===== config.mk =====
export PLATFORM = sky130hd
export DESIGN_NAME = twu_slave_rx
export DESIGN_NICKNAME = d
export VERILOG_FILES = /design/src/twu_pkg.sv /design/src/twu_line_if.sv /design/src/twu_line_sync.sv /design/src/twu_slave_rx.sv
export SDC_FILE = /design/constraint.sdc
export NUM_CORES = 1
export LEC_CHECK = 0
export BUFFER_PORTS_ARGS = -buffer_cell sky130_fd_sc_hd__clkbuf_2
export CAP_MARGIN = 20
export CORE_MARGIN = 5
export CORE_UTILIZATION = 44
export CTS_CLUSTER_DIAMETER = 100
export DETAILED_ROUTE_END_ITERATION = 8
export GPL_ROUTABILITY_DRIVEN = 0
export PLACE_DENSITY_LB_ADDON = 0.3
export SLEW_MARGIN = 20
export SYNTH_ARGS = -nofsm -noshare
export SYNTH_HDL_FRONTEND = slang
export SYNTH_SLANG_ARGS = --single-unit

===== constraint.sdc =====
create_clock -name ref_clk_in -period 2 [get_ports ref_clk_in]
set_input_delay 0.4 -clock ref_clk_in [delete_from_list [all_inputs] [get_ports ref_clk_in]]
set_output_delay 0.4 -clock ref_clk_in [all_outputs]
set_load 0.01 [all_outputs]

===== src/twu_pkg.sv =====
package twu_pkg;

    // ==========================================================
    // Register byte offsets
    localparam logic [4:0] OFF_ADDR = 5'h00;
    localparam logic [4:0] OFF_CTRL = 5'h04;
    localparam logic [4:0] OFF_STAT = 5'h08;
    localparam logic [4:0] OFF_DATA = 5'h0C;
    localparam logic [4:0] OFF_IRQ  = 5'h10;
    localparam logic [4:0] OFF_MASK = 5'h14;

    // ==========================================================
    // Field positions
    localparam int CB_FLAG  = 7;
    localparam int CB_ACK   = 6;
    localparam int CB_START = 5;
    localparam int CB_STOP  = 4;
    localparam int CB_EN    = 2;
    localparam int AB_GC    = 0;
    localparam int IB_DONE  = 0;
    localparam int IB_WAKE  = 1;

    // ==========================================================
    // Reset values
    localparam logic [7:0] RST_ADDR = 8'h00;
    localparam logic [7:0] RST_CTRL = 8'h00;
    localparam logic [7:0] RST_STAT = 8'hF8;
    localparam logic [1:0] RST_MASK = 2'h0;

    // ==========================================================
    // Bus constants and status codes
    localparam logic [6:0] GC_ADDR     = 7'h00;
    localparam logic [7:0] SC_OWN_ADDR = 8'h60;
    localparam logic [7:0] SC_ARB_OWN  = 8'h68;
    localparam logic [7:0] SC_GC_ADDR  = 8'h70;
    localparam logic [7:0] SC_ARB_GC   = 8'h78;
    localparam logic [7:0] SC_OWN_ACK  = 8'h80;
    localparam logic [7:0] SC_OWN_NACK = 8'h88;
    localparam logic [7:0] SC_GC_ACK   = 8'h90;
    localparam logic [7:0] SC_GC_NACK  = 8'h98;
    localparam logic [7:0] SC_STOP_RX  = 8'hA0;
    localparam logic [7:0] SC_ST_ADDR  = 8'hA8;
    localparam logic [2:0] BIT_LAST    = 3'h7;

endpackage : twu_pkg


===== src/twu_line_if.sv =====
`timescale 1ns/1ps
`default_nettype none
interface twu_line_if;
    logic scl;
    logic sda;
    logic scl_rise;
    logic scl_fall;
    logic start;
    logic stop;
    modport src  (output scl, sda, scl_rise, scl_fall, start, stop);
    modport sink (input  scl, sda, scl_rise, scl_fall, start, stop);
endinterface : twu_line_if
`default_nettype wire


===== src/twu_line_sync.sv =====
`timescale 1ns/1ps
`default_nettype none
module twu_line_sync (
    input  wire logic   ref_clk_in,
    input  wire logic   sys_rst_in,
    input  wire logic   scl_in,
    input  wire logic   sda_in,
    twu_line_if.src     lnk
);

    logic scl_s1_ff;
    logic scl_s2_ff;
    logic scl_d_ff;
    logic sda_s1_ff;
    logic sda_s2_ff;
    logic sda_d_ff;

    // ==========================================================
    // Two-stage synchronisers; idle bus lines are high
    always_ff @(posedge ref_clk_in) begin
        if (sys_rst_in) begin
            scl_s1_ff <= 1'b1;
            scl_s2_ff <= 1'b1;
            scl_d_ff  <= 1'b1;
            sda_s1_ff <= 1'b1;
            sda_s2_ff <= 1'b1;
            sda_d_ff  <= 1'b1;
        end else begin
            scl_s1_ff <= scl_in;
            scl_s2_ff <= scl_s1_ff;
            scl_d_ff  <= scl_s2_ff;
            sda_s1_ff <= sda_in;
            sda_s2_ff <= sda_s1_ff;
            sda_d_ff  <= sda_s2_ff;
        end
    end

    // ==========================================================
    // Edges and bus conditions, seen only past the second stage
    assign lnk.scl      = scl_s2_ff;
    assign lnk.sda      = sda_s2_ff;
    assign lnk.scl_rise = scl_s2_ff & ~scl_d_ff;
    assign lnk.scl_fall = ~scl_s2_ff & scl_d_ff;
    assign lnk.start    = scl_s2_ff & scl_d_ff & ~sda_s2_ff & sda_d_ff;
    assign lnk.stop     = scl_s2_ff & scl_d_ff & sda_s2_ff & ~sda_d_ff;

endmodule : twu_line_sync
`default_nettype wire


===== src/twu_slave_rx.sv =====
// The Avalon-MM register port and the placing of the registers are this design's own decisions.
`timescale 1ns/1ps
`default_nettype none
// ==========================================================
module twu_slave_rx (
    input  wire logic        ref_clk_in,
    input  wire logic        sys_rst_in,
    input  wire logic        scl_in,
    input  wire logic        sda_in,
    input  wire logic        sleep_in,
    input  wire logic        arb_lost_in,
    input  wire logic [4:0]  avs_address_in,
    input  wire logic        avs_read_in,
    input  wire logic        avs_write_in,
    input  wire logic [31:0] avs_writedata_in,
    output logic      [31:0] avs_readdata_out,
    output logic             avs_waitrequest_out,
    output logic             scl_out,
    output logic             scl_oe_out,
    output logic             sda_out,
    output logic             sda_oe_out,
    output logic             irq_out,
    output logic             wake_out,
    output logic             start_launch_out
);

    typedef enum logic [2:0] {
        S_IDLE,
        S_ADDR,
        S_ADDR_ACK,
        S_DATA,
        S_DATA_ACK,
        S_IGNORE
    } twu_state_e;

    twu_line_if lnk ();

    twu_state_e  state_ff;
    logic [2:0]  cnt_ff;
    logic [7:0]  shift_ff;
    logic        ack_ff;
    logic        slot_ff;
    logic        gc_mode_ff;
    logic        st_mode_ff;
    logic        busy_ff;
    logic        ev_ff;
    logic [7:0]  ev_code_ff;
    logic [7:0]  own_addr_ff;
    logic        ack_en_ff;
    logic        start_req_ff;
    logic        stop_req_ff;
    logic        en_ff;
    logic        flag_ff;
    logic [7:0]  status_ff;
    logic [7:0]  rx_data_ff;
    logic [1:0]  irq_stat_ff;
    logic [1:0]  irq_mask_ff;
    logic        start_pend_ff;
    logic        wr_go;
    logic        wr_ctrl;
    logic        clr_flag;
    logic        own_hit;
    logic        gc_hit;
    logic        byte_end;
    logic [31:0] nxt_rdata;

    twu_line_sync u_sync (
        .ref_clk_in (ref_clk_in),
        .sys_rst_in (sys_rst_in),
        .scl_in     (scl_in),
        .sda_in     (sda_in),
        .lnk        (lnk.src)
    );

    // Codes after which the unit has left the addressed state
    function automatic logic is_released(input logic [7:0] code);
        is_released = (code == twu_pkg::SC_OWN_NACK) ||
                      (code == twu_pkg::SC_GC_NACK)  ||
                      (code == twu_pkg::SC_STOP_RX);
    endfunction : is_released

    // ==========================================================
    // Avalon slave: one wait cycle, then the answer
    assign wr_go    = avs_write_in && !avs_waitrequest_out;
    assign wr_ctrl  = wr_go && (avs_address_in == twu_pkg::OFF_CTRL);
    // A clear only counts against a flag that is really up
    assign clr_flag = wr_ctrl && avs_writedata_in[twu_pkg::CB_FLAG]
                      && flag_ff && !ev_ff;

    always_comb begin
        nxt_rdata = 32'h0000_0000;
        unique case (avs_address_in)
            twu_pkg::OFF_ADDR: nxt_rdata[7:0] = own_addr_ff;
            twu_pkg::OFF_CTRL: nxt_rdata[7:0] = {flag_ff, ack_en_ff,
                start_req_ff, stop_req_ff, 1'b0, en_ff, 2'h0};
            twu_pkg::OFF_STAT: nxt_rdata[7:0] = status_ff;
            twu_pkg::OFF_DATA: nxt_rdata[7:0] = rx_data_ff;
            twu_pkg::OFF_IRQ:  nxt_rdata[1:0] = irq_stat_ff;
            twu_pkg::OFF_MASK: nxt_rdata[1:0] = irq_mask_ff;
            default:           nxt_rdata = 32'h0000_0000;
        endcase
    end

    always_ff @(posedge ref_clk_in) begin
        if (sys_rst_in) begin
            avs_waitrequest_out <= 1'b1;
            avs_readdata_out    <= 32'h0000_0000;
        end else if ((avs_read_in || avs_write_in) && avs_waitrequest_out) begin
            avs_waitrequest_out <= 1'b0;
            avs_readdata_out    <= nxt_rdata;
        end else begin
            avs_waitrequest_out <= 1'b1;
        end
    end

    // ==========================================================
    // Software-written configuration
    always_ff @(posedge ref_clk_in) begin
        if (sys_rst_in) begin
            own_addr_ff  <= twu_pkg::RST_ADDR;
            ack_en_ff    <= twu_pkg::RST_CTRL[twu_pkg::CB_ACK];
            start_req_ff <= twu_pkg::RST_CTRL[twu_pkg::CB_START];
            stop_req_ff  <= twu_pkg::RST_CTRL[twu_pkg::CB_STOP];
            en_ff        <= twu_pkg::RST_CTRL[twu_pkg::CB_EN];
            irq_mask_ff  <= twu_pkg::RST_MASK;
        end else if (wr_go) begin
            if (avs_address_in == twu_pkg::OFF_ADDR) begin
                own_addr_ff <= avs_writedata_in[7:0];
            end
            if (wr_ctrl) begin
                ack_en_ff    <= avs_writedata_in[twu_pkg::CB_ACK];
                start_req_ff <= avs_writedata_in[twu_pkg::CB_START];
                stop_req_ff  <= avs_writedata_in[twu_pkg::CB_STOP];
                en_ff        <= avs_writedata_in[twu_pkg::CB_EN];
            end
            if (avs_address_in == twu_pkg::OFF_MASK) begin
                irq_mask_ff <= avs_writedata_in[1:0];
            end
        end
    end

    // ==========================================================
    // Address matching on the eighth bit of the address byte
    assign byte_end = lnk.scl_rise && (cnt_ff == twu_pkg::BIT_LAST);
    // Ack-enable low isolates the unit from both addresses
    assign own_hit  = ack_en_ff &&
                      (shift_ff[6:0] == own_addr_ff[7:1]);
    assign gc_hit   = ack_en_ff && own_addr_ff[twu_pkg::AB_GC] &&
                      (shift_ff[6:0] == twu_pkg::GC_ADDR);

    // ==========================================================
    // Bit engine, paced by edges of the bus clock
    always_ff @(posedge ref_clk_in) begin
        ev_ff <= 1'b0;
        if (sys_rst_in || !en_ff) begin
            state_ff   <= S_IDLE;
            cnt_ff     <= 3'h0;
            shift_ff   <= 8'h00;
            ack_ff     <= 1'b0;
            slot_ff    <= 1'b0;
            gc_mode_ff <= 1'b0;
            st_mode_ff <= 1'b0;
            busy_ff    <= 1'b0;
            ev_code_ff <= twu_pkg::RST_STAT;
            sda_oe_out <= 1'b0;
            scl_oe_out <= 1'b0;
            wake_out   <= 1'b0;
            rx_data_ff <= 8'h00;
        end else if (lnk.start || lnk.stop) begin
            if (state_ff == S_DATA || state_ff == S_DATA_ACK) begin
                ev_ff      <= 1'b1;
                ev_code_ff <= twu_pkg::SC_STOP_RX;
            end
            state_ff   <= lnk.start ? S_ADDR : S_IDLE;
            busy_ff    <= lnk.start;
            cnt_ff     <= 3'h0;
            slot_ff    <= 1'b0;
            sda_oe_out <= 1'b0;
        end else begin
            if (clr_flag) begin
                scl_oe_out <= 1'b0;
                wake_out   <= 1'b0;
            end
            if (lnk.scl_rise && (state_ff == S_ADDR || state_ff == S_DATA)) begin
                shift_ff <= {shift_ff[6:0], lnk.sda};
                cnt_ff   <= cnt_ff + 3'h1;
            end
            if (byte_end && state_ff == S_ADDR) begin
                if (own_hit || gc_hit) begin
                    state_ff   <= S_ADDR_ACK;
                    ack_ff     <= 1'b1;
                    gc_mode_ff <= gc_hit && !own_hit;
                    st_mode_ff <= lnk.sda;
                end else begin
                    state_ff <= S_IGNORE;
                end
            end
            if (byte_end && state_ff == S_DATA) begin
                state_ff <= S_DATA_ACK;
                // Sampled at byte end, so a late clear still takes effect
                ack_ff   <= ack_en_ff;
                // Only data bytes land here; the address byte never does
                rx_data_ff <= {shift_ff[6:0], lnk.sda};
            end
            if (lnk.scl_fall && !slot_ff &&
                (state_ff == S_ADDR_ACK || state_ff == S_DATA_ACK)) begin
                slot_ff    <= 1'b1;
                // Drive low for acknowledge; release gives the high nack
                sda_oe_out <= ack_ff;
            end
            if (lnk.scl_fall && slot_ff) begin
                slot_ff    <= 1'b0;
                sda_oe_out <= 1'b0;
                ev_ff      <= 1'b1;
                // Pull the clock before the master can release it
                scl_oe_out <= 1'b1;
                cnt_ff     <= 3'h0;
                if (state_ff == S_ADDR_ACK) begin
                    wake_out <= sleep_in;
                    if (st_mode_ff) begin
                        // No transmitter here: report and step aside
                        ev_code_ff <= twu_pkg::SC_ST_ADDR;
                        state_ff   <= S_IGNORE;
                    end else begin
                        state_ff <= S_DATA;
                        if (gc_mode_ff) begin
                            ev_code_ff <= arb_lost_in ? twu_pkg::SC_ARB_GC
                                                      : twu_pkg::SC_GC_ADDR;
                        end else begin
                            ev_code_ff <= arb_lost_in ? twu_pkg::SC_ARB_OWN
                                                      : twu_pkg::SC_OWN_ADDR;
                        end
                    end
                end else if (ack_ff) begin
                    state_ff   <= S_DATA;
                    ev_code_ff <= gc_mode_ff ? twu_pkg::SC_GC_ACK
                                             : twu_pkg::SC_OWN_ACK;
                end else begin
                    state_ff   <= S_IGNORE;
                    ev_code_ff <= gc_mode_ff ? twu_pkg::SC_GC_NACK
                                             : twu_pkg::SC_OWN_NACK;
                end
            end
        end
    end

    // ==========================================================
    // Completion flag and status; a new event wins over a clear
    always_ff @(posedge ref_clk_in) begin
        if (sys_rst_in) begin
            flag_ff   <= 1'b0;
            status_ff <= twu_pkg::RST_STAT;
        end else if (ev_ff) begin
            flag_ff   <= 1'b1;
            status_ff <= ev_code_ff;
        end else if (clr_flag) begin
            flag_ff <= 1'b0;
        end
    end

    // ==========================================================
    // Start launch once the bus is free
    always_ff @(posedge ref_clk_in) begin
        if (sys_rst_in) begin
            start_pend_ff    <= 1'b0;
            start_launch_out <= 1'b0;
        end else begin
            start_launch_out <= 1'b0;
            if (clr_flag && avs_writedata_in[twu_pkg::CB_START]
                && is_released(status_ff)) begin
                start_pend_ff <= 1'b1;
            end else if (start_pend_ff && !busy_ff) begin
                start_pend_ff    <= 1'b0;
                start_launch_out <= 1'b1;
            end
        end
    end

    // ==========================================================
    // Interrupt: sticky events, write one to clear
    always_ff @(posedge ref_clk_in) begin
        if (sys_rst_in) begin
            irq_stat_ff <= 2'h0;
            irq_out     <= 1'b0;
        end else begin
            for (int i = 0; i < 2; i++) begin
                if (wr_go && avs_address_in == twu_pkg::OFF_IRQ
                    && avs_writedata_in[i]) begin
                    irq_stat_ff[i] <= 1'b0;
                end
            end
            if (ev_ff) begin
                irq_stat_ff[twu_pkg::IB_DONE] <= 1'b1;
            end
            if (wake_out) begin
                irq_stat_ff[twu_pkg::IB_WAKE] <= 1'b1;
            end
            irq_out <= |(irq_stat_ff & irq_mask_ff);
        end
    end

    // ==========================================================
    // Open-drain data levels: only ever pull low
    always_ff @(posedge ref_clk_in) begin
        scl_out <= 1'b0;
        sda_out <= 1'b0;
    end
endmodule : twu_slave_rx
`default_nettype wire


==> results of run 1 <==
[cell type report]
class | count | area (um^2) | area share, %
clock buffers | 11 | 141 | 3.63
well taps | 102 | 128 | 3.27
flip-flops and latches | 75 | 1500 | 38.5
inverters | 4 | 15.0 | 0.385
multi-input cells | 288 | 1730 | 44.4
repair buffers | 49 | 283 | 7.25
clock inverters | 5 | 100 | 2.57
[registers in the layout (all words and copies together) (netlist names), 2 cells and up]
name,flops
shift_ff,7
own_addr_ff,8
rx_data_ff,8
cnt_ff,3
ev_code_ff,5
state_ff,3
status_ff,5
irq_mask_ff,2
avs_readdata_out,8
irq_stat_ff,2
[report_power, final]
group	internal, mW	leakage (nW)	switching [mW]	total, mW
sequential	1.50	0.606	0.00784	1.51
clock	0.859	0.123	0.526	1.38
combinational	0.0526	0.779	0.0944	0.147
[cells in the mapped netlist (all sizes together) (3+ instances only)]
cell | instances | share of area [%]
nand3 | 20 | 2.9
nand4 | 5 | 0.91
a211oi | 5 | 1.1
dfxtp | 75 | 44
mux4 | 4 | 2.6
mux2 | 3 | 0.98
or2 | 8 | 1.5
o21ai | 10 | 1.5
clkbuf | 7 | 0.77
a21oi | 36 | 5.5
a22oi | 7 | 1.5
nand2b | 6 | 1.1
nor3 | 3 | 0.44
mux2i | 12 | 3.5
a211o | 6 | 1.5
nor4 | 5 | 1.3
o22ai | 3 | 0.55
xnor2 | 11 | 2.8
buf | 36 | 7.3
nor2 | 34 | 3.9
inv | 4 | 0.44
nand2 | 48 | 5.3
nor2b | 11 | 2.0
[kinds of logic (layout without fill, tap and decap cells)]
group,after synthesis,after routing
AO/OA/AOI/OAI,77,77
XOR/XNOR,11,11
adder cells (fa/ha/maj),2,2
buffers and inverters,47,69
flip-flops,75,75
multiplexers,19,19
other,1,26
AND/OR/NAND/NOR,153,153
[metrics by stage]
stage                     worst slack [ns]  power (mW)  hold WS (ns)  area (um^2)  util [%]
after global placement               0.263        1.69         0.393         3660      47.8
after CTS                            0.332        3.08         0.210         3900      51.0
final                                0.301        3.04         0.229         3900      51.0
after global routing                 0.183        3.16         0.210         3900      51.0
after floorplan                      0.558        1.67         0.389         3530         -
after detailed placement             0.255        1.69         0.395         3660      47.8
[worst max-delay path, stage by stage (launching register included)]
cell and delay (ns):
dfxtp_1 0.52, nor3b_2 0.37, nand2b_1 0.15, a21oi_1 0.25, o21ai_0 0.14, o22ai_1 0.18
[layer usage]
| metal | GRT usage [%] | up-vias | part of all wire (%) |
|---|---|---|---|
| met1 | 20.6 | 1240 | 46 |
| met5 | 0 | - | 0 |
| met2 | 23.7 | 80 | 44 |
| met4 | 6.83 | 0 | 3.6 |
| met3 | 5.71 | 23 | 6.4 |
| li1 | - | 1380 | - |
[worst min path at each step]
stage / from / to / slack [ns] / cells after the start
3_3_place_gp: u_sync.sda_s1_ff / u_sync.lnk.sda / 0.39 / 1
5_1_grt: sda_in / u_sync.sda_s1_ff / 0.21 / 2
2_1_floorplan: u_sync.scl_s1_ff / u_sync.lnk.scl / 0.39 / 1
6_report: scl_in / u_sync.scl_s1_ff / 0.23 / 2
4_1_cts: scl_in / u_sync.scl_s1_ff / 0.21 / 2
3_5_place_dp: u_sync.sda_s1_ff / u_sync.lnk.sda / 0.39 / 1
==> impl_metrics.env, run 1 <==
export IMPL_run_status="finished clean"
export IMPL_worstSetupStartpoint="state_ff[1]"
export IMPL_finalSetupViolations=0
export IMPL_dr_pass1_iters=4
export IMPL_dp_cells=518
export IMPL_synth_sequential_area_ratio_pct=43.7
export IMPL_diodes=0
export IMPL_cts_buffers=9
export IMPL_required_ns=2.27
export IMPL_areaGrowthSynthToFinish_pct=13.6
export IMPL_grt_max_degree=35
export IMPL_r2r_cells=5
export IMPL_synthesis_area_um2=3430
export IMPL_endpoint_kind="flip-flop"
export IMPL_fmax_mhz=589
export IMPL_via_count=2723
export IMPL_overflow=0
export IMPL_final_hold_viol_count=0
export IMPL_post_route_drc_count=0
export IMPL_grt_use_total_pct=15.8
export IMPL_worstReg2RegEnd="state_ff[1]"
export IMPL_nFillCells=736
export IMPL_crit_type="flip-flop to flip-flop"
export IMPL_htreeDepth=3
export IMPL_synth_cells=385
export IMPL_layout_commonest_cell="dfxtp_1"
export IMPL_ctsResizeCount=0
export IMPL_power_density_nw_per_um2=780
export IMPL_muxShareOfSynthArea_pct=7.11
export IMPL_clockRootBuffer="clkbuf_8"
export IMPL_cp_start_kind="flip-flop"
export IMPL_drtIter0Drc=112
export IMPL_reg2reg_from="state_ff[1]"
export IMPL_reg2reg_slack_ns=0.30
export IMPL_clk_latency_ns=0.35
export IMPL_postRouteWirelength_mm=7.55
export IMPL_die_width_um=98.3
export IMPL_maxSlewViolCount=0
export IMPL_postCtsSetupBuffers=0
export IMPL_grt_pass1_wl_mm=12.2
export IMPL_cp_arrival_ns=1.97
export IMPL_max_cap_viol_count=0
export IMPL_io_pins=85
export IMPL_avgSynthCellArea_um2=8.91
export IMPL_grt_pass1_vias=2505
export IMPL_dieArea_um2=9670
export IMPL_synthAdderAreaFrac_pct=0.729
export IMPL_hpwl_mm=5.75
export IMPL_synth_simple_area_share_pct=22.6
export IMPL_cts_tree="yes"
export IMPL_cts_sinks=75
export IMPL_synth_top_family_by_area="simple AND/OR/NAND/NOR gates"
export IMPL_synth_xor_area_share_pct=2.81
export IMPL_die_h_um=98.3
export IMPL_yosys_warnings=0
export IMPL_antenna_left=0
export IMPL_io_buffers=34
export IMPL_finalSetupTns_ns=0
export IMPL_drive_gt1_share_pct=21.3
export IMPL_ys_ff_latch=75
export IMPL_synth_edff_count=0
export IMPL_start_util_pct=44.9
export IMPL_cts_reportedPaths_clkPinSlew_ns=0.07
export IMPL_critical_path_max_fanout=10
export IMPL_cts_hold_fix_buffers=0
export IMPL_period_share_pct=84.9
export IMPL_layout_common_cells="dfxtp_1, nand2_1, a21oi_1, clkbuf_2, nor2_1"
export IMPL_crit_end="state_ff[1]"
export IMPL_wire_per_inst_um=14.1
export IMPL_finClkSkew_ns=0.00696
export IMPL_hold_path_class="input pin to flip-flop"
export IMPL_fin_cells=534
export IMPL_yosysUniqueCellTypes=51
export IMPL_min_period_ns=1.70
export IMPL_antenna_found_initial=0
export IMPL_rsz0062_at_grt="no"
export IMPL_cts_max_path_buffers=2
export IMPL_synth_compound_area_share_pct=14.4
export IMPL_leakage_nw=1.51
export IMPL_nNetsFinal=474
export IMPL_peakVddDrop_v=0.000486
export IMPL_rows=32
export IMPL_via_per_inst=5.10
export IMPL_coreArea_um2=7650
export IMPL_synthFlopType="dfxtp_1"
export IMPL_synthArstFlopShare_pct=0
Note: power is estimated with default switching activity, not from simulation.
==> run 2, diff against run 1 <==
clock period = 1.75 ns   (was 2 ns; I/O delays follow)
==> run 2 against run 1 <==
Effect of this change:
- global-route usage rose by 0.46 points
- final cell count rose by 0.37%
- first-iteration DRC count rose by 1.8%
- total power rose by 13%
- die area did not move
- count of clock-buffer cells in the layout fell by 2
- clock skew rose by 0.0045 ns
- hold slack got worse by 0.045 ns
- critical path depth did not move
- routed wire length rose by 4.1%
- final area rose by 0.45%
- largest cell class unchanged
- largest power group unchanged
- highest routed layer unchanged
==> impl_metrics.env, run 2 (synthesized netlist as in run 1, its figures left out) <==
export IMPL_maxSlewHeadroom_pct=55.9
export IMPL_critical_path_top_delay_family="compound AO/OA/AOI/OAI gates"
export IMPL_coreArea_um2=7650
export IMPL_htreeDepth=3
export IMPL_finalSetupTns_ns=0
export IMPL_finClkSkew_ns=0.0114
export IMPL_maxSlewViolCount=0
export IMPL_fin_hold_ws_ns=0.184
export IMPL_tightest_slew_ns=0.656
export IMPL_max_stage_delay_ns=0.38
export IMPL_power_density_nw_per_um2=874
export IMPL_required_ns=2.04
export IMPL_internal_power_mw=2.71
export IMPL_p_clk_share_pct=44.6
export IMPL_pwr_share_seq_pct=50.3
export IMPL_postRouteWirelength_mm=7.86
export IMPL_switching_share_pct=20.9
export IMPL_cp_cell_sequence="nor4_1, and4b_1, o21ba_4, a21oi_2, o221a_2"
export IMPL_io_buffers=34
export IMPL_die_width_um=98.3
export IMPL_place_ws_ns=0.0259
export IMPL_dr_pass1_iters=6
export IMPL_nFillCells=739
export IMPL_endpoint_kind="flip-flop"
export IMPL_cts_max_path_buffers=2
export IMPL_finalSetupViolations=0
export IMPL_die_h_um=98.3
export IMPL_drtIter0Drc=114
export IMPL_areaGrowthSynthToFinish_pct=14.1
export IMPL_wire_per_inst_um=14.7
export IMPL_dp_cells=521
export IMPL_rsz0062_at_grt="no"
export IMPL_crit_buf_inv=0
export IMPL_layout_common_cells="dfxtp_1, nand2_1, a21oi_1, clkbuf_2, nor2_1"
export IMPL_io_pins=85
export IMPL_peakVddDrop_v=0.000581
export IMPL_critical_path_max_fanout=5
export IMPL_cts_buffers=9
export IMPL_start_util_pct=44.9
export IMPL_cts_sinks=75
export IMPL_setup_ws_ns=0.191
export IMPL_fin_cells=536
export IMPL_cp_arrival_ns=1.85
export IMPL_period_share_pct=89.1
export IMPL_leakage_nw=1.52
export IMPL_dieArea_um2=9670
export IMPL_final_hold_viol_count=0
export IMPL_overflow=0
export IMPL_clk_latency_ns=0.34
export IMPL_antenna_found_initial=0
export IMPL_crit_slowest_cell="dfxtp_1"
export IMPL_grt_pass1_vias=2532
export IMPL_crit_type="flip-flop to flip-flop"
export IMPL_run_status="finished clean"
export IMPL_grt_pass1_wl_mm=12.6
export IMPL_hpwl_mm=5.88
export IMPL_layout_commonest_cell="dfxtp_1"
export IMPL_post_route_drc_count=0
export IMPL_power_switching_uw=716
export IMPL_cts_tree="yes"
export IMPL_via_per_inst=5.20
export IMPL_grt_use_total_pct=16.3
export IMPL_rows=32
export IMPL_diodes=0
export IMPL_antenna_left=0
export IMPL_via_count=2787
export IMPL_min_period_ns=1.56
export IMPL_comb_power_share_pct=5.1
export IMPL_max_cap_viol_count=0
export IMPL_clockRootBuffer="clkbuf_8"
export IMPL_hold_path_class="input pin to flip-flop"
export IMPL_fmax_mhz=641
export IMPL_cts_reportedPaths_clkPinSlew_ns=0.08
export IMPL_drive_gt1_share_pct=22.4
export IMPL_nNetsFinal=477
export IMPL_grt_max_degree=35
export IMPL_cp_start_kind="flip-flop"
export IMPL_reg_largest_list="avs_readdata_out (8), own_addr_ff (8), rx_data_ff (8)"
export IMPL_total_power_mw=3.43
run 2: cell count changes in the layout (fill, tap and decap cells not counted):
cell      before  now
buf_4         15   18
clkbuf_1       1    0
clkbuf_8      10    9
clkinv_2       2    3
dfxtp_1       75   74
dfxtp_2        0    1
nor4_1         3    2
nor4_2         2    3
run 2: power groups by stage:
| stage | registers (mW) | logic, mW | clock network [mW] |
|---|---|---|---|
| final | 1.72 | 0.175 | 1.53 |
| after global routing | 1.72 | 0.192 | 1.64 |
| after CTS | 1.72 | 0.173 | 1.56 |
| after detailed placement | 1.76 | 0.173 | 0 |
| after global placement | 1.76 | 0.170 | 0 |
| after floorplan | 1.76 | 0.150 | 0 |
run 2: final timing paths:
kind | endpoint | slack [ns] | cells after the start | start
setup / recovery | ack_ff | 0.19 | 5 | shift_ff[0]
hold / removal | u_sync.sda_s1_ff | 0.18 | 2 | sda_in
setup reg to reg | ack_ff | 0.19 | 5 | shift_ff[0]
hold reg to reg | u_sync.lnk.sda | 0.42 | 1 | u_sync.sda_s1_ff
run 2: per-layer routing:
metal	share of wire [%]	global-route usage, %
met1	45	21.3
met2	48	26.4
met3	5.6	5.07
met4	1.1	3.57
met5	0	0
run 2: worst register-to-register path, cell delays in order, from the launching register on:
cell	delay, ns
dfxtp_1	0.38
nor4_1	0.26
and4b_1	0.28
o21ba_4	0.19
a21oi_2	0.19
o221a_2	0.22
run 2: area by class of cell:
cell class | count | area [um^2] | area share (%)
Clock buffer | 9 | 124 | 3.16
Tap cell | 102 | 128 | 3.26
Multi-Input combinational cell | 288 | 1740 | 44.4
Inverter | 4 | 15.0 | 0.383
Timing Repair Buffer | 52 | 305 | 7.79
Clock inverter | 6 | 105 | 2.68
Sequential cell | 75 | 1500 | 38.4
run 2: what timing repair did:
item                                    4_1_cts  5_1_grt
endpoints found under the setup margin        0        6
setup buffers                                 0        0
hold buffers                                  0        0
resized for setup                             0        2
endpoints found under the hold margin         0        0
run 2: per-stage QoR:
| step | area [um^2] | util [%] |
|---|---|---|
| after floorplan | 3530 | - |
| after CTS | 3910 | 51.1 |
| after global placement | 3680 | 48.1 |
| after detailed placement | 3680 | 48.1 |
| final | 3920 | 51.2 |
| after global routing | 3920 | 51.2 |
==> run 3, diff against run 2 <==
ABC_AREA = 1   (was not set)
==> run 3 against run 2 <==
Effect of this change:
- register-to-register slack got worse by 0.05 ns
- combinational power decreased by 11%
- die area decreased by 0.63%
- final cell count increased by 15%
- sequential share of layout area increased by 0.97 points
- critical path type unchanged
==> impl_metrics.env, run 3 <==
export IMPL_run_status="finished clean"
export IMPL_via_per_inst=5.06
export IMPL_setup_ws_ns=0.141
export IMPL_cts_buffers=9
export IMPL_synth_sequential_area_ratio_pct=44.1
export IMPL_areaGrowthSynthToFinish_pct=12.0
export IMPL_dieArea_um2=9610
export IMPL_internal_power_mw=2.43
export IMPL_antenna_left=0
export IMPL_io_pins=85
export IMPL_synth_edff_count=0
export IMPL_synthesis_area_um2=3410
export IMPL_required_ns=2.00
export IMPL_crit_type="flip-flop to flip-flop"
export IMPL_fmax_mhz=621
export IMPL_switching_share_pct=24.6
export IMPL_synthAdderAreaFrac_pct=0.734
export IMPL_grt_pass1_wl_mm=13.5
export IMPL_drtIter0Drc=212
export IMPL_cp_arrival_ns=1.86
export IMPL_synth_xor_area_share_pct=0.257
export IMPL_start_util_pct=44.6
export IMPL_yosysUniqueCellTypes=34
export IMPL_comb_power_share_pct=4.8
export IMPL_synth_top_area_cell="dfxtp_1"
export IMPL_nFillCells=784
export IMPL_peakVddDrop_v=0.000461
export IMPL_cts_max_path_buffers=2
export IMPL_grt_max_degree=23
export IMPL_rsz0062_at_grt="no"
export IMPL_synthFlopType="dfxtp_1"
export IMPL_power_density_nw_per_um2=843
export IMPL_hold_path_class="input pin to flip-flop"
export IMPL_grt_pass1_vias=2946
export IMPL_overflow=0
export IMPL_synthArstFlopShare_pct=0
export IMPL_pwr_share_seq_pct=53.5
export IMPL_p_clk_share_pct=41.7
export IMPL_finClkSkew_ns=0.0151
export IMPL_drive_gt1_share_pct=15.4
export IMPL_maxSlewViolCount=0
export IMPL_place_ws_ns=0.108
export IMPL_cts_reportedPaths_clkPinSlew_ns=0.09
export IMPL_final_hold_viol_count=0
export IMPL_critical_path_max_fanout=5
export IMPL_synth_simple_area_share_pct=21.2
export IMPL_cts_hold_fix_buffers=0
export IMPL_post_synth_top_area_fraction_pct=44.1
export IMPL_die_h_um=98.0
export IMPL_min_period_ns=1.61
export IMPL_antenna_found_initial=0
export IMPL_nNetsFinal=555
export IMPL_postCtsSetupBuffers=0
export IMPL_grt_use_total_pct=17.4
export IMPL_max_cap_viol_count=0
export IMPL_htreeDepth=3
export IMPL_postRouteWirelength_mm=8.14
export IMPL_yosys_warnings=0
export IMPL_avgSynthCellArea_um2=7.33
export IMPL_synth_cells=465
export IMPL_dr_pass1_iters=6
export IMPL_cts_sinks=75
export IMPL_post_route_drc_count=0
export IMPL_power_switching_uw=791
export IMPL_clockRootBuffer="clkbuf_8"
export IMPL_muxShareOfSynthArea_pct=0
export IMPL_clk_latency_ns=0.35
export IMPL_leakage_nw=1.62
export IMPL_wire_per_inst_um=13.2
export IMPL_synth_top_family_by_area="simple AND/OR/NAND/NOR gates"
export IMPL_endpoint_kind="flip-flop"
export IMPL_diodes=0
export IMPL_period_share_pct=91.9
export IMPL_synth_area_leaders="dfxtp_1, nand2_1, a21oi_1, inv_1, o21ai_0"
export IMPL_layout_commonest_cell="nand2_1"
export IMPL_hpwl_mm=6.30
export IMPL_layout_common_cells="nand2_1, dfxtp_1, inv_1"
export IMPL_finalSetupViolations=0
export IMPL_rows=32
export IMPL_ys_ff_latch=75
export IMPL_synth_compound_area_share_pct=18.6
export IMPL_coreArea_um2=7650
export IMPL_synth_most_common_cell="nand2_1"
export IMPL_io_buffers=34
export IMPL_cp_start_kind="flip-flop"
export IMPL_fin_hold_ws_ns=0.177
export IMPL_reg_largest_list="avs_readdata_out (8), own_addr_ff (8), rx_data_ff (8)"
export IMPL_synthTopCellsByCount="nand2_1, dfxtp_1, inv_1"
export IMPL_via_count=3111
export IMPL_die_width_um=98.0
export IMPL_finalSetupTns_ns=0
export IMPL_cts_tree="yes"
[run 3: cell type report]
class | count | area (um^2) | area share (%)
timing repair buffer | 44 | 245 | 6.42
sequential | 75 | 1500 | 39.3
inverter | 69 | 259 | 6.78
clock inverter | 7 | 73.8 | 1.93
clock buffer | 9 | 124 | 3.24
multi-input combinational | 309 | 1490 | 38.9
tap | 102 | 128 | 3.34
[run 3: worst max-delay path: stages, from the launching register on]
cell and delay (ns):
dfxtp_1 0.33, ha_1 0.20, ha_1 0.19, inv_2 0.11, nor2_1 0.07, nor3_2 0.35
nor2_1 0.11, nand3_1 0.09, a21oi_1 0.06
[run 3: cells by family (layout without fill, tap and decap cells)]
family          after synthesis  after routing
buf+inv                     106            129
other cells                   1             26
compound gates              122            122
simple gates                158            158
flops                        75             75
xor+xnor                      1              1
fa+ha+maj                     2              2
[run 3: through the flow]
stage	power, mW	utilization [%]	instances	instance area [um^2]
floorplan	1.90	-	490	3500
global placement	1.91	47.3	599	3620
detailed placement	1.91	47.3	599	3620
CTS	3.24	49.9	615	3820
global route	3.36	49.9	615	3820
finish	3.22	49.9	615	3820
[run 3: repair_timing]
action | in CTS | in global routing
setup endpoints to repair | 0 | 2
endpoints found under the hold margin | 0 | 0
resized for setup | 0 | 2
[run 3: final timing paths]
check,end,start,slack (ns),depth (start not counted)
worst min-delay path,u_sync.sda_s1_ff,sda_in,0.18,2
worst min register to register,u_sync.lnk.sda,u_sync.sda_s1_ff,0.42,1
worst max register to register,state_ff[2],cnt_ff[0],0.14,8
worst max-delay path,state_ff[2],cnt_ff[0],0.14,8
[run 3: power by group through the flow]
stage,registers [mW],logic [mW],clock network [mW]
floorplan,1.76,0.135,0
finish,1.72,0.155,1.34
global placement,1.76,0.151,0
global route,1.72,0.174,1.46
CTS,1.72,0.154,1.37
detailed placement,1.76,0.154,0
[run 3: layer usage]
layer  global-route usage (%)  wire (um)  vias to the layer above
met1                     21.7       3470                     1440
met5                        0          0                        -
met3                     5.07        578                       16
met2                     28.4       3900                      103
li1                         -          -                     1552
met4                     6.39        183                        0
